## src/exb_map.svh

```systemverilog
// Constants for the expansion bus wait-state controller
`ifndef EXB_MAP_SVH
`define EXB_MAP_SVH

// ****************************************
// Widths
// ****************************************
`define EXB_NUM_CS         6
`define EXB_CS_IDX_W       3
`define EXB_WAIT_W         4
`define EXB_ADDR_W         26
`define EXB_DATA_W         32
`define EXB_PH_W           2

// ****************************************
// Timing
// ****************************************
`define EXB_SYS_PERIOD_NS  10
`define EXB_BUS_PERIOD_NS  27
`define EXB_BUS_CYC        ((`EXB_BUS_PERIOD_NS + `EXB_SYS_PERIOD_NS - 1) / `EXB_SYS_PERIOD_NS)
`define EXB_PH_LAST        2'((`EXB_BUS_CYC) - 1)
`define EXB_PH_FALL        2'((`EXB_BUS_CYC) - 2)
`define EXB_PH_FIRST       2'h0

// ****************************************
// Values
// ****************************************
`define EXB_FAST_MIN_WAIT  4'h1
`define EXB_WAIT_ZERO      4'h0
`define EXB_WAIT_ONE       4'h1
`define EXB_CS_IDLE        6'h3f
`define EXB_CS_ONE         6'h01
`define EXB_DATA_ZERO      32'h0000_0000
`define EXB_ADDR_ZERO      26'h000_0000

`endif

```

## src/exb_pkg.sv

```systemverilog
// Types shared by the expansion bus wait-state controller
`include "exb_map.svh"
package exb_pkg;

    // ****************************************
    // Access request from the core side
    // ****************************************
    typedef struct packed {
        logic [`EXB_CS_IDX_W-1:0] cs_idx;
        logic                     write;
        logic                     burst;
        logic [`EXB_ADDR_W-1:0]   addr;
        logic [`EXB_DATA_W-1:0]   wdata;
    } exb_req_s;

    // ****************************************
    // Static configuration inputs
    // ****************************************
    typedef struct packed {
        logic [`EXB_NUM_CS-1:0][`EXB_WAIT_W-1:0] cs_wait;
        logic [`EXB_WAIT_W-1:0]                  seq_wait;
        logic                                    sequential_access_enable;
        logic                                    fast_bus_mode;
    } exb_cfg_s;

    typedef enum logic [2:0] {
        EXB_IDLE,
        EXB_ADDR,
        EXB_WAIT,
        EXB_XFER,
        EXB_HOLD,
        EXB_GAP
    } exb_state_e;

endpackage

```

## src/exb_sync.sv

```systemverilog
// Two-flop synchroniser for pins from outside the clock domain
module exb_sync #(
    parameter int WIDTH = 1
) (
    // Clock and reset
    input  wire logic             clk,
    input  wire logic             sys_rst,
    // Data
    input  wire logic [WIDTH-1:0] async_in,
    output logic      [WIDTH-1:0] sync_out
);
    logic [WIDTH-1:0] meta_ff;
    logic [WIDTH-1:0] sync_ff;

    // The first stage feeds only the second stage
    always_ff @(posedge clk) begin
        if (sys_rst) begin
            meta_ff <= '0;
            sync_ff <= '0;
        end else begin
            meta_ff <= async_in;
            sync_ff <= meta_ff;
        end
    end

    assign sync_out = sync_ff;
endmodule

```

## src/exb_wait_ctrl.sv

```systemverilog
// Expansion bus cycle controller with programmed and ready-driven wait states
`include "exb_map.svh"
module exb_wait_ctrl (
    // Clock and reset
    input  wire logic                     clk,
    input  wire logic                     sys_rst,
    // Core request
    input  wire logic                     req_valid,
    output logic                          req_ready,
    input  wire exb_pkg::exb_req_s        req,
    // Core response
    output logic                          resp_valid,
    output logic [`EXB_DATA_W-1:0]        resp_rdata,
    // Configuration
    input  wire exb_pkg::exb_cfg_s        cfg,
    // Expansion pins
    output logic                          expansion_clock_out,
    output logic [`EXB_NUM_CS-1:0]        expansion_chip_select_n,
    output logic                          memory_output_enable_n,
    output logic                          memory_write_strobe_n,
    output logic [`EXB_ADDR_W-1:0]        exp_addr,
    output logic [`EXB_DATA_W-1:0]        exp_data_out,
    output logic                          exp_data_oe,
    input  wire logic [`EXB_DATA_W-1:0]   exp_data_in,
    input  wire logic                     expansion_ready_in
);
    import exb_pkg::*;

    // ****************************************
    // Helpers
    // ****************************************
    function automatic logic [`EXB_NUM_CS-1:0] cs_decode(input logic [`EXB_CS_IDX_W-1:0] idx);
        cs_decode = ~(`EXB_CS_ONE << idx);
    endfunction

    // At the fast bus clock a zero cs_wait count still costs one wait
    function automatic logic [`EXB_WAIT_W-1:0] eff_wait(input logic [`EXB_WAIT_W-1:0] w,
                                                        input logic fast);
        eff_wait = (fast && w == `EXB_WAIT_ZERO) ? `EXB_FAST_MIN_WAIT : w;
    endfunction

    // ****************************************
    // Pin synchronisers
    // ****************************************
    logic                   rdy_sync;
    logic [`EXB_DATA_W-1:0] din_sync;

    // Ready may move at any time relative to the clock output
    exb_sync #(.WIDTH(1)) u_rdy_sync (
        .clk      (clk),
        .sys_rst  (sys_rst),
        .async_in (expansion_ready_in),
        .sync_out (rdy_sync)
    );

    exb_sync #(.WIDTH(`EXB_DATA_W)) u_din_sync (
        .clk      (clk),
        .sys_rst  (sys_rst),
        .async_in (exp_data_in),
        .sync_out (din_sync)
    );

    // ****************************************
    // State
    // ****************************************
    exb_state_e             st_ff,       nxt_st;
    logic [`EXB_PH_W-1:0]   ph_ff,       nxt_ph;
    logic [`EXB_WAIT_W-1:0] wcnt_ff,     nxt_wcnt;
    logic                   rdy_smp_ff,  nxt_rdy_smp;
    logic [`EXB_DATA_W-1:0] dsmp_ff,     nxt_dsmp;
    exb_req_s               cur_ff,      nxt_cur;
    logic [`EXB_NUM_CS-1:0] cs_n_ff,     nxt_cs_n;
    logic                   oe_n_ff,     nxt_oe_n;
    logic                   we_n_ff,     nxt_we_n;
    logic                   doe_ff,      nxt_doe;
    logic                   clk_out_ff,  nxt_clk_out;
    logic                   rvalid_ff,   nxt_rvalid;
    logic [`EXB_DATA_W-1:0] rdata_ff,    nxt_rdata;
    logic                   tick;
    logic                   done;
    logic                   seq_take;

    assign tick     = (ph_ff == `EXB_PH_LAST);
    assign done     = (st_ff == EXB_XFER) && tick && rdy_smp_ff;
    assign seq_take = done && cur_ff.burst && !cur_ff.write && cfg.sequential_access_enable;
    // Requests are only taken on a bus period boundary
    assign req_ready = tick && (st_ff == EXB_IDLE || st_ff == EXB_HOLD || seq_take);

    always_comb begin
        nxt_st      = st_ff;
        nxt_ph      = tick ? `EXB_PH_FIRST : ph_ff + 2'h1;
        nxt_wcnt    = wcnt_ff;
        nxt_rdy_smp = rdy_smp_ff;
        nxt_dsmp    = dsmp_ff;
        nxt_cur     = cur_ff;
        nxt_cs_n    = cs_n_ff;
        nxt_oe_n    = oe_n_ff;
        nxt_we_n    = we_n_ff;
        nxt_doe     = doe_ff;
        nxt_rvalid  = 1'b0;
        nxt_rdata   = rdata_ff;
        // Clock output is low in the last phase so its fall lands before the period end
        nxt_clk_out = (nxt_ph != `EXB_PH_LAST);
        // Ready and read data are caught at the expansion clock falling edge
        if (ph_ff == `EXB_PH_FALL) begin
            nxt_rdy_smp = rdy_sync;
            nxt_dsmp    = din_sync;
        end
        case (st_ff)
            EXB_IDLE, EXB_HOLD: begin
                if (req_valid && tick) begin
                    nxt_st   = EXB_ADDR;
                    nxt_cur  = req;
                    nxt_cs_n = cs_decode(req.cs_idx);
                    nxt_oe_n = req.write;
                    nxt_doe  = req.write;
                end
            end
            EXB_ADDR: begin
                if (tick) begin
                    nxt_wcnt = eff_wait(cfg.cs_wait[cur_ff.cs_idx], cfg.fast_bus_mode);
                    nxt_st   = (nxt_wcnt == `EXB_WAIT_ZERO) ? EXB_XFER : EXB_WAIT;
                    nxt_we_n = !cur_ff.write;
                end
            end
            EXB_WAIT: begin
                if (tick) begin
                    nxt_wcnt = wcnt_ff - `EXB_WAIT_ONE;
                    if (wcnt_ff == `EXB_WAIT_ONE) begin
                        nxt_st = EXB_XFER;
                    end
                end
            end
            EXB_XFER: begin
                // Ready low keeps us here one more period and resamples
                if (done) begin
                    nxt_rvalid = 1'b1;
                    nxt_rdata  = cur_ff.write ? `EXB_DATA_ZERO : dsmp_ff;
                    nxt_we_n   = 1'b1;
                    if (seq_take && req_valid) begin
                        // Next burst word: no idle period, sequential wait count
                        nxt_cur  = req;
                        nxt_wcnt = cfg.seq_wait;
                        nxt_st   = (cfg.seq_wait == `EXB_WAIT_ZERO) ? EXB_XFER : EXB_WAIT;
                    end else if (cur_ff.burst && !cur_ff.write) begin
                        nxt_st = EXB_HOLD;
                    end else begin
                        nxt_cs_n = `EXB_CS_IDLE;
                        nxt_oe_n = 1'b1;
                        nxt_doe  = 1'b0;
                        nxt_st   = cfg.sequential_access_enable ? EXB_IDLE : EXB_GAP;
                    end
                end
            end
            EXB_GAP: begin
                if (tick) begin
                    nxt_st = EXB_IDLE;
                end
            end
            default: nxt_st = EXB_IDLE;
        endcase
    end

    always_ff @(posedge clk) begin
        if (sys_rst) begin
            st_ff      <= EXB_IDLE;
            ph_ff      <= `EXB_PH_FIRST;
            wcnt_ff    <= `EXB_WAIT_ZERO;
            rdy_smp_ff <= 1'b0;
            dsmp_ff    <= `EXB_DATA_ZERO;
            cur_ff     <= '0;
            cs_n_ff    <= `EXB_CS_IDLE;
            oe_n_ff    <= 1'b1;
            we_n_ff    <= 1'b1;
            doe_ff     <= 1'b0;
            clk_out_ff <= 1'b1;
            rvalid_ff  <= 1'b0;
            rdata_ff   <= `EXB_DATA_ZERO;
        end else begin
            st_ff      <= nxt_st;
            ph_ff      <= nxt_ph;
            wcnt_ff    <= nxt_wcnt;
            rdy_smp_ff <= nxt_rdy_smp;
            dsmp_ff    <= nxt_dsmp;
            cur_ff     <= nxt_cur;
            cs_n_ff    <= nxt_cs_n;
            oe_n_ff    <= nxt_oe_n;
            we_n_ff    <= nxt_we_n;
            doe_ff     <= nxt_doe;
            clk_out_ff <= nxt_clk_out;
            rvalid_ff  <= nxt_rvalid;
            rdata_ff   <= nxt_rdata;
        end
    end

    assign expansion_clock_out     = clk_out_ff;
    assign expansion_chip_select_n = cs_n_ff;
    assign memory_output_enable_n  = oe_n_ff;
    assign memory_write_strobe_n   = we_n_ff;
    assign exp_addr                = cur_ff.addr;
    assign exp_data_out            = cur_ff.wdata;
    assign exp_data_oe             = doe_ff;
    assign resp_valid              = rvalid_ff;
    assign resp_rdata              = rdata_ff;
endmodule

```

## config.mk

```make
export PLATFORM = sky130hd
export DESIGN_NAME = exb_wait_ctrl
export DESIGN_NICKNAME = d
export VERILOG_FILES = /design/src/exb_pkg.sv /design/src/exb_sync.sv /design/src/exb_wait_ctrl.sv
export VERILOG_INCLUDE_DIRS = /design/src
export SDC_FILE = /design/constraint.sdc
export NUM_CORES = 1
export LEC_CHECK = 0
export BUFFER_PORTS_ARGS = -buffer_cell sky130_fd_sc_hd__buf_2
export CORE_ASPECT_RATIO = 1.75
export CORE_MARGIN = 1
export CORE_UTILIZATION = 55
export DETAILED_ROUTE_END_ITERATION = 12
export GPL_ROUTABILITY_DRIVEN = 0
export PLACE_DENSITY = 0.81
export SLEW_MARGIN = 20
export SYNTH_ARGS = -nofsm -noshare
export SYNTH_HDL_FRONTEND = slang
export SYNTH_HIERARCHICAL = 1
export SYNTH_SLANG_ARGS = --single-unit
```

## constraint.sdc

```tcl
create_clock -name clk -period 3.7 [get_ports clk]
set_input_delay 0.74 -clock clk [delete_from_list [all_inputs] [get_ports clk]]
set_output_delay 0.74 -clock clk [all_outputs]
set_load 0.05 [all_outputs]
```

==> summary.md, run 1 <==
| Metric | Value |
|---|---|
| Seq pwr share | `51.0%` |
| Post-synthesis cell type count | `50` |
| Hold_buf cts | `0` |
| Synthesized cell area | `0.007812 mm^2` |
| NumNets Final | `1061` |
| Global route overflow | `0` |
| Syn avg cell area | `10.03 um^2` |
| Slowest CP cell | `dfxtp_1` |
| Initial antenna violation count | `1` |
| Global-route wire length before repair | `26430 um` |
| Int Pwr | `3.637 mW` |
| Via count | `5788` |
| Slew Limit Headroom | `32.75%` |
| Leak | `3.974 nW` |
| Vias in the first global route | `5491` |
| Main combinational cell family by area after synthesis | `simple AND/OR/NAND/NOR gates` |
| Top cell type's share of synthesized area | `54.84%` |
| IO Port Bufs | `230` |
| Seq cells post-synth | `214` |
| Final Max Tran Viols | `0` |
| Final wirelength | `16710 um` |
| DRC Markers | `0` |
| Syn Inst Count | `779` |
| H-tree depth | `1` |
| Total of max-cap violations | `0` |
| Post-synthesis sequential area ratio | `54.84%` |
| Xor/xnor share of the synthesized area | `0.1121%` |
| Skew-Pair Late Insertion Delay | `480 ps` |
| Largest area contributor in the netlist | `dfxtp_1` |
| Peak supply drop | `0.4886 mV` |
| Switching part of the total | `22.37%` |
| Synthesized Nets | `910` |
| Crit path max fanout | `14` |
| NetSw | `1.048 mW` |
| Largest cells by area after synthesis | `dfxtp_1 (55%), a22o_1 (7.5%), nand2_1 (6.8%)` |
| CP endpoint kind | `output port` |
| Total GRT Usage | `22.17%` |
| Simple-Gate Fraction of Synth Area | `17.92%` |
| Clock power frac | `42.1%` |
| Die Span Y | `159.7 um` |
| Largest net degree at the start of global routing | `78` |
| Clock skew | `11.40 ps` |
| Worst path bufs/invs | `1` |
| Top_reg_cell synth | `dfxtp_1` |
| Routed Antenna Nets | `0` |
| Clock Path Buffers | `3` |
| Hold Crit Class | `register to register` |
| Final setup viols | `0` |
| Mux cell area share after synthesis | `2.691%` |
| Data arrival, critical path | `2060 ps` |
| Met2 global-route usage | `39.55%` |
| Core outline area | `0.01391 mm^2` |
| CP required | `2960 ps` |
| DRT Pass-1 Iters | `4` |
| RSZ-0062 raised after global routing | `false` |
| Clk slew on worst S/H paths | `70 ps` |
| Crit path max-delay family | `flip-flops` |
| Status | `completed` |
| P per Cell Area | `509.9 mW/mm^2` |
| Layout area overhead | `17.62%` |
| Post-cts resize count | `0` |
| Final worst path period share | `75.67%` |
| Detailed Place HPWL | `11320 um` |
| Root buf cell | `clkbuf_16` |
| Mean routed wirelength per cell | `14.94 um` |
| CTS tree | `done` |
| Initial core utilization | `56.18%` |
| Worst path cell trace | `and3b_1 -> and2_1 -> a22o_1 -> buf_2` |
| Die width | `92.10 um` |
| Placement Rows | `57` |
| I/O pin count | `231` |
| Compound-gate portion of the synthesized area | `14.83%` |
| Sink Count | `214` |
| Fill count | `1122` |
| WHS | `432.5 ps` |
| YS warnings | `6` |
| Initial drt markers | `235` |
| Worst slew pin tran | `999.6 ps` |
| Minimum clock period | `2800 ps` |
| Total Neg Setup Slack | `0 ps` |
| Met3 Use GR | `4.905%` |
| Hold Fails Final Rpt | `0` |
| Share of layout cells above drive strength 1 | `36.34%` |
| Setup Buffers After CTS | `0` |
| Adder-cell share of the synthesized area | `0.3203%` |
| Ys async rst share | `0%` |
| Achievable clock frequency | `357.2 MHz` |
| Combinational Power Share | `6.9%` |
| Grt met1 use | `24.95%` |
| Cts bufs inserted | `19` |
| Max incr delay on CP | `610 ps` |
| Die area | `0.01470 mm^2` |
| Util after Layout | `66.07%` |
| CP startpoint kind | `register` |
| Setup CP Type | `register to output port` |
| DR vias/cell | `5.172` |
| Busiest grt layer | `met2` |
| Number of synthesized flops with an enable pin | `0` |
==> layout make-up <==
cell class                      count  area (um^2)  area share, %
Antenna cell                        1        2.502        0.02723
Inverter                            8        30.03         0.3268
Clock buffer                       24        524.3          5.705
Clock inverter                      8        98.84          1.076
Timing Repair Buffer              237         1210          13.17
Multi-Input combinational cell    450         2818          30.66
Tap cell                          177        221.5          2.410
Sequential cell                   214         4284          46.62
==> placed cells by master (no fill, tap or decap), drive strengths merged, types with 2 or more instances in the layout <==
master,n
nor2b,72
clkbuf,24
nor3,7
o311ai,2
buf,237
clkinv,3
o22ai,3
ha,2
a22o,67
mux2,8
nand2,141
a211oi,2
o21ai,10
clkinvlp,2
nand4,2
nor2,12
mux2i,9
or4,4
a21oi,72
a222oi,2
bufinv,2
inv,9
dfxtp,214
a31oi,2
and2,2
nand3,5
and3b,3
nand2b,5
==> worst paths after layout <==
| check | startpoint | cells past startpoint | endpoint | slack (ps) |
|---|---|---|---|---|
| max | st_ff[0] | 4 | req_ready | 900 |
| min | u_din_sync/sync_out[29] | 1 | dsmp_ff[29] | 430 |
| max reg2reg | cur_ff[60] | 5 | st_ff[0] | 1300 |
| min reg2reg | u_din_sync/sync_out[29] | 1 | dsmp_ff[29] | 430 |
==> power groups by stage <==
stage	clock network, mW	registers, mW	logic [mW]
after floorplan	0	2.44	0.227
after global placement	0	2.44	0.316
after detailed placement	0	2.44	0.321
after CTS	2.02	2.39	0.323
after global routing	2.12	2.40	0.347
final	1.97	2.39	0.322
==> flip-flops by register name, summed over array words and instances (netlist names), 2 cells and up <==
| name | flops |
|---|---|
| dsmp_ff | 32 |
| expansion_chip_select_n | 6 |
| exp_data_out | 32 |
| ph_ff | 2 |
| resp_rdata | 32 |
| exp_addr | 26 |
| wcnt_ff | 4 |
| st_ff | 3 |
| u_din_sync/meta_ff | 32 |
| cur_ff | 5 |
| u_din_sync/sync_out | 32 |
==> per-layer routing <==
| layer | share of wire, % | wire length, um | vias to the layer above |
|---|---|---|---|
| li1 | - | - | 2882 |
| met1 | 39 | 6507 | 2655 |
| met4 | 3.5 | 578 | 0 |
| met2 | 51 | 8497 | 213 |
| met5 | 0 | 0 | - |
| met3 | 6.8 | 1130 | 38 |
==> cell usage after synthesis (3+ instances only) <==
library cell	count
buf_4	58
mux2i_1	9
inv_1	7
nor2b_2	60
or4_1	4
clkbuf_1	39
nand2b_1	5
o21ai_0	10
nor2b_1	12
a22o_1	67
nand2_1	141
nor3_1	7
mux2_2	6
nand3_1	5
nor2_1	12
a21oi_1	72
buf_6	7
o22ai_1	3
and3b_1	3
dfxtp_1	214
==> stage by stage <==
step | power, mW | setup WS, ps | area, um^2 | cells
final | 4.685 | 900.2 | 9189 | 1119
after global routing | 4.862 | 779.8 | 9189 | 1119
after CTS | 4.738 | 897.2 | 9186 | 1118
after detailed placement | 2.764 | 1168 | 8563 | 1086
after global placement | 2.756 | 1260 | 8563 | 1086
after floorplan | 2.666 | 1483 | 7812 | 779
==> logic make-up after synthesis <==
logic type	after synthesis
and+or+nand+nor	260
DFF	214
AOI/OAI and AO/OA	169
buffers and inverters	115
muxes	18
adders and majority gates	2
xor gates and xnor gates	1
==> worst reg2reg max path: cells and delay by family, from the launching register on <==
kind            cells  cell delay (ps)
mux                 1              390
compound gates      2              600
flops               1              630
simple gates        2              720
Power figures use the tool's default switching activity.
==> run 2: changes to the inputs <==
--- a/config.mk
+++ b/config.mk
@@ -9,10 +9,10 @@
 export BUFFER_PORTS_ARGS = -buffer_cell sky130_fd_sc_hd__buf_2
 export CORE_ASPECT_RATIO = 1.75
 export CORE_MARGIN = 1
-export CORE_UTILIZATION = 55
+export CORE_UTILIZATION = 46
 export DETAILED_ROUTE_END_ITERATION = 12
 export GPL_ROUTABILITY_DRIVEN = 0
-export PLACE_DENSITY = 0.81
+export PLACE_DENSITY = 0.72
 export SLEW_MARGIN = 20
 export SYNTH_ARGS = -nofsm -noshare
 export SYNTH_HDL_FRONTEND = slang
==> constraint.sdc (replaced) <==
create_clock -name clk -period 2.4 [get_ports clk]
set_input_delay 0.48 -clock clk [delete_from_list [all_inputs] [get_ports clk]]
set_output_delay 0.48 -clock clk [all_outputs]
set_load 0.05 [all_outputs]
==> run 2 against run 1 <==
Compared with the run above: worst setup slack got worse by 790 ps; clock power increased by 66%; register-to-register slack worse by 1100 ps; largest cell class unchanged; largest power group unchanged.
==> summary.md, run 2 (synthesis gave the netlist of run 1 again) <==
| Metric | Value |
|---|---|
| Global route overflow | `0 (unchanged)` |
| Slew Limit Headroom | `33.55% (+0.80 points)` |
| I/O pin count | `231 (unchanged)` |
| Mean routed wirelength per cell | `14.30 um (-4.2%)` |
| Leak | `4.082 nW (+2.7%)` |
| Core outline area | `0.01652 mm^2 (+19%)` |
| Post-placement setup slack | `169.0 ps (-999.2 ps)` |
| Hold Fails Final Rpt | `0 (unchanged)` |
| Final setup viols | `0 (unchanged)` |
| Hold Path Origin | `exp_data_in[29]` |
| Critical R2R Launch | `cur_ff[61]` |
| CTS tree | `done` |
| Post-route cell area | `0.009448 mm^2 (+2.8%)` |
| Total of max-cap violations | `0 (unchanged)` |
| Hold Path Depth | `2 (+1)` |
| Clk slew on worst S/H paths | `70 ps (about the same)` |
| Setup CP Type | `register to output port` |
| Final Max Tran Viols | `0 (unchanged)` |
| Switching part of the total | `22.27% (-0.11 points)` |
| Dpl cells | `1144 (+5.3%)` |
| Die area | `0.01753 mm^2 (+19%)` |
| Fill count | `1473 (+31%)` |
| RSZ-0062 raised after global routing | `false` |
| Initial drt markers | `194 (-17%)` |
| Combinational Power Share | `6.8% (about the same)` |
| NetSw | `1.661 mW (+58%)` |
| Global-route wire length before repair | `26430 um (about the same)` |
| Achievable clock frequency | `436.4 MHz` |
| FF+latch area | `0.004285 mm^2 (about the same)` |
| Skew-Pair Late Insertion Delay | `490 ps (about the same)` |
| Most common cell after layout, fill and taps aside | `buf_2` |
| Die Span Y | `174.4 um (+9.2%)` |
| CP endpoint kind | `output port` |
| DRT Pass-1 Iters | `4 (unchanged)` |
| Share of layout cells above drive strength 1 | `37.55% (+1.2 points)` |
| IO Port Bufs | `230 (unchanged)` |
| CP startpoint kind | `register` |
| Setup crit start | `st_ff[0]` |
| Reg2reg path depth | `5 (unchanged)` |
| Data arrival, critical path | `1810 ps (-250 ps)` |
| Int Pwr | `5.797 mW (+59%)` |
| DRC Markers | `0 (unchanged)` |
| Total GRT Usage | `18.73% (-3.4 points)` |
| Total Neg Setup Slack | `0 ps (unchanged)` |
| Die width | `100.5 um (+9.1%)` |
| Clock Path Buffers | `3 (unchanged)` |
| NumNets Final | `1073 (+1.1%)` |
| Largest net degree at the start of global routing | `126 (+62%)` |
| R2R Setup Slk | `250 ps (-1050 ps)` |
| Total Power | `7.457 mW (+59%)` |
| Final wirelength | `16880 um (+0.99%)` |
| Finished Layout Cells | `1180 (+5.5%)` |
| P per Cell Area | `789.3 mW/mm^2 (+55%)` |
| Hold_buf cts | `0 (unchanged)` |
| Clock power frac | `43.8% (+1.7 points)` |
| Reg2reg end | `st_ff[0]` |
| Crit path max fanout | `8 (-6)` |
| Initial antenna violation count | `0 (-1)` |
| Minimum clock period | `2292 ps` |
| CP required | `1920 ps (-1040 ps)` |
| Clock skew | `6.633 ps (-4.767 ps)` |
| Layout area overhead | `20.93%` |
| Hold Path Sink | `u_din_sync/meta_ff[29]` |
| Detailed Place HPWL | `11710 um (+3.4%)` |
| Setup slack after layout | `108.4 ps (-791.8 ps)` |
| Cts bufs inserted | `20 (+1)` |
| Final worst path period share | `95.49%` |
| Hold Crit Class | `input pin to register` |
| Most frequent cells in the layout | `buf_2 (229), dfxtp_1 (213), nand2_1 (140)` |
| Placement Rows | `62 (+8.8%)` |
| Setup Buffers After CTS | `0 (unchanged)` |
| Multi-input logic area | `0.002826 mm^2 (+0.31%)` |
| Root buf cell | `clkbuf_16` |
| DR vias/cell | `4.958 (-4.1%)` |
| Vias in the first global route | `5571 (+1.5%)` |
| Post-cts resize count | `0 (unchanged)` |
| Peak supply drop | `0.6457 mV (+32%)` |
| Status | `completed` |
| Via count | `5851 (+1.1%)` |
| H-tree depth | `1 (unchanged)` |
| # diodes | `0 (-1)` |
| Worst slew pin tran | `987.7 ps (-11.86 ps)` |
| Sink Count | `214 (unchanged)` |
| Seq pwr share | `49.4% (-1.6 points)` |
| DP Area | `0.008750 mm^2 (+2.2%)` |
| Routed Antenna Nets | `0 (unchanged)` |
| Initial core utilization | `47.28% (-8.9 points)` |
## run 2: changes by cell type in the layout (fill, tap and decap cells not counted), sizes merged
cell    before  now
buf        237  248
clkbuf      24   27
clkinv       3    5
diode        1    0
inv          9    8
## run 2: area by class of cell
type / instances / share of cell area [%]
clock buffers: 27 / 6.224
clock inverters: 9 / 1.139
inverters: 8 / 0.3178
multi-input cells: 450 / 29.92
flip-flops and latches: 214 / 45.36
well taps: 224 / 2.966
repair buffers: 248 / 14.08
## run 2: per-layer routing
| metal | routed length, um | global-route usage (%) | vias up | share of wire [%] |
|---|---|---|---|---|
| met5 | 0 | 0 | - | 0 |
| met3 | 1283 | 4.946 | 46 | 7.6 |
| met1 | 6253 | 18.65 | 2683 | 37 |
| met2 | 8736 | 35.19 | 224 | 52 |
| met4 | 604 | 8.635 | 0 | 3.6 |
| li1 | - | - | 2898 | - |
## run 2: worst max-delay path by stage
stage,endpoint,depth (start not counted)
2_1_floorplan,st_ff[0],5
6_report,req_ready,4
3_3_place_gp,st_ff[0],6
5_1_grt,req_ready,3
4_1_cts,req_ready,4
3_5_place_dp,st_ff[0],6
## run 2: stage by stage
step | util, % | hold slack (ps)
6_report | 57.18 | 200.9
3_5_place_dp | 52.95 | 421.2
5_1_grt | 57.18 | 182.5
3_3_place_gp | 52.95 | 415.8
2_1_floorplan | - | 413.8
4_1_cts | 57.16 | 185.4
## run 2: worst max-delay path, cell delays in order (launching register included)
cell and delay [ps]:
dfxtp_2 360, buf_4 170, nor2_1 310, a22o_1 210, buf_2 280
## run 2: power groups by stage
stage / clock network, mW / registers, mW / logic [mW]
2_1_floorplan: 0 / 3.76 / 0.350
3_3_place_gp: 0 / 3.76 / 0.507
3_5_place_dp: 0 / 3.76 / 0.513
4_1_cts: 3.36 / 3.68 / 0.515
5_1_grt: 3.51 / 3.69 / 0.553
6_report: 3.27 / 3.68 / 0.510
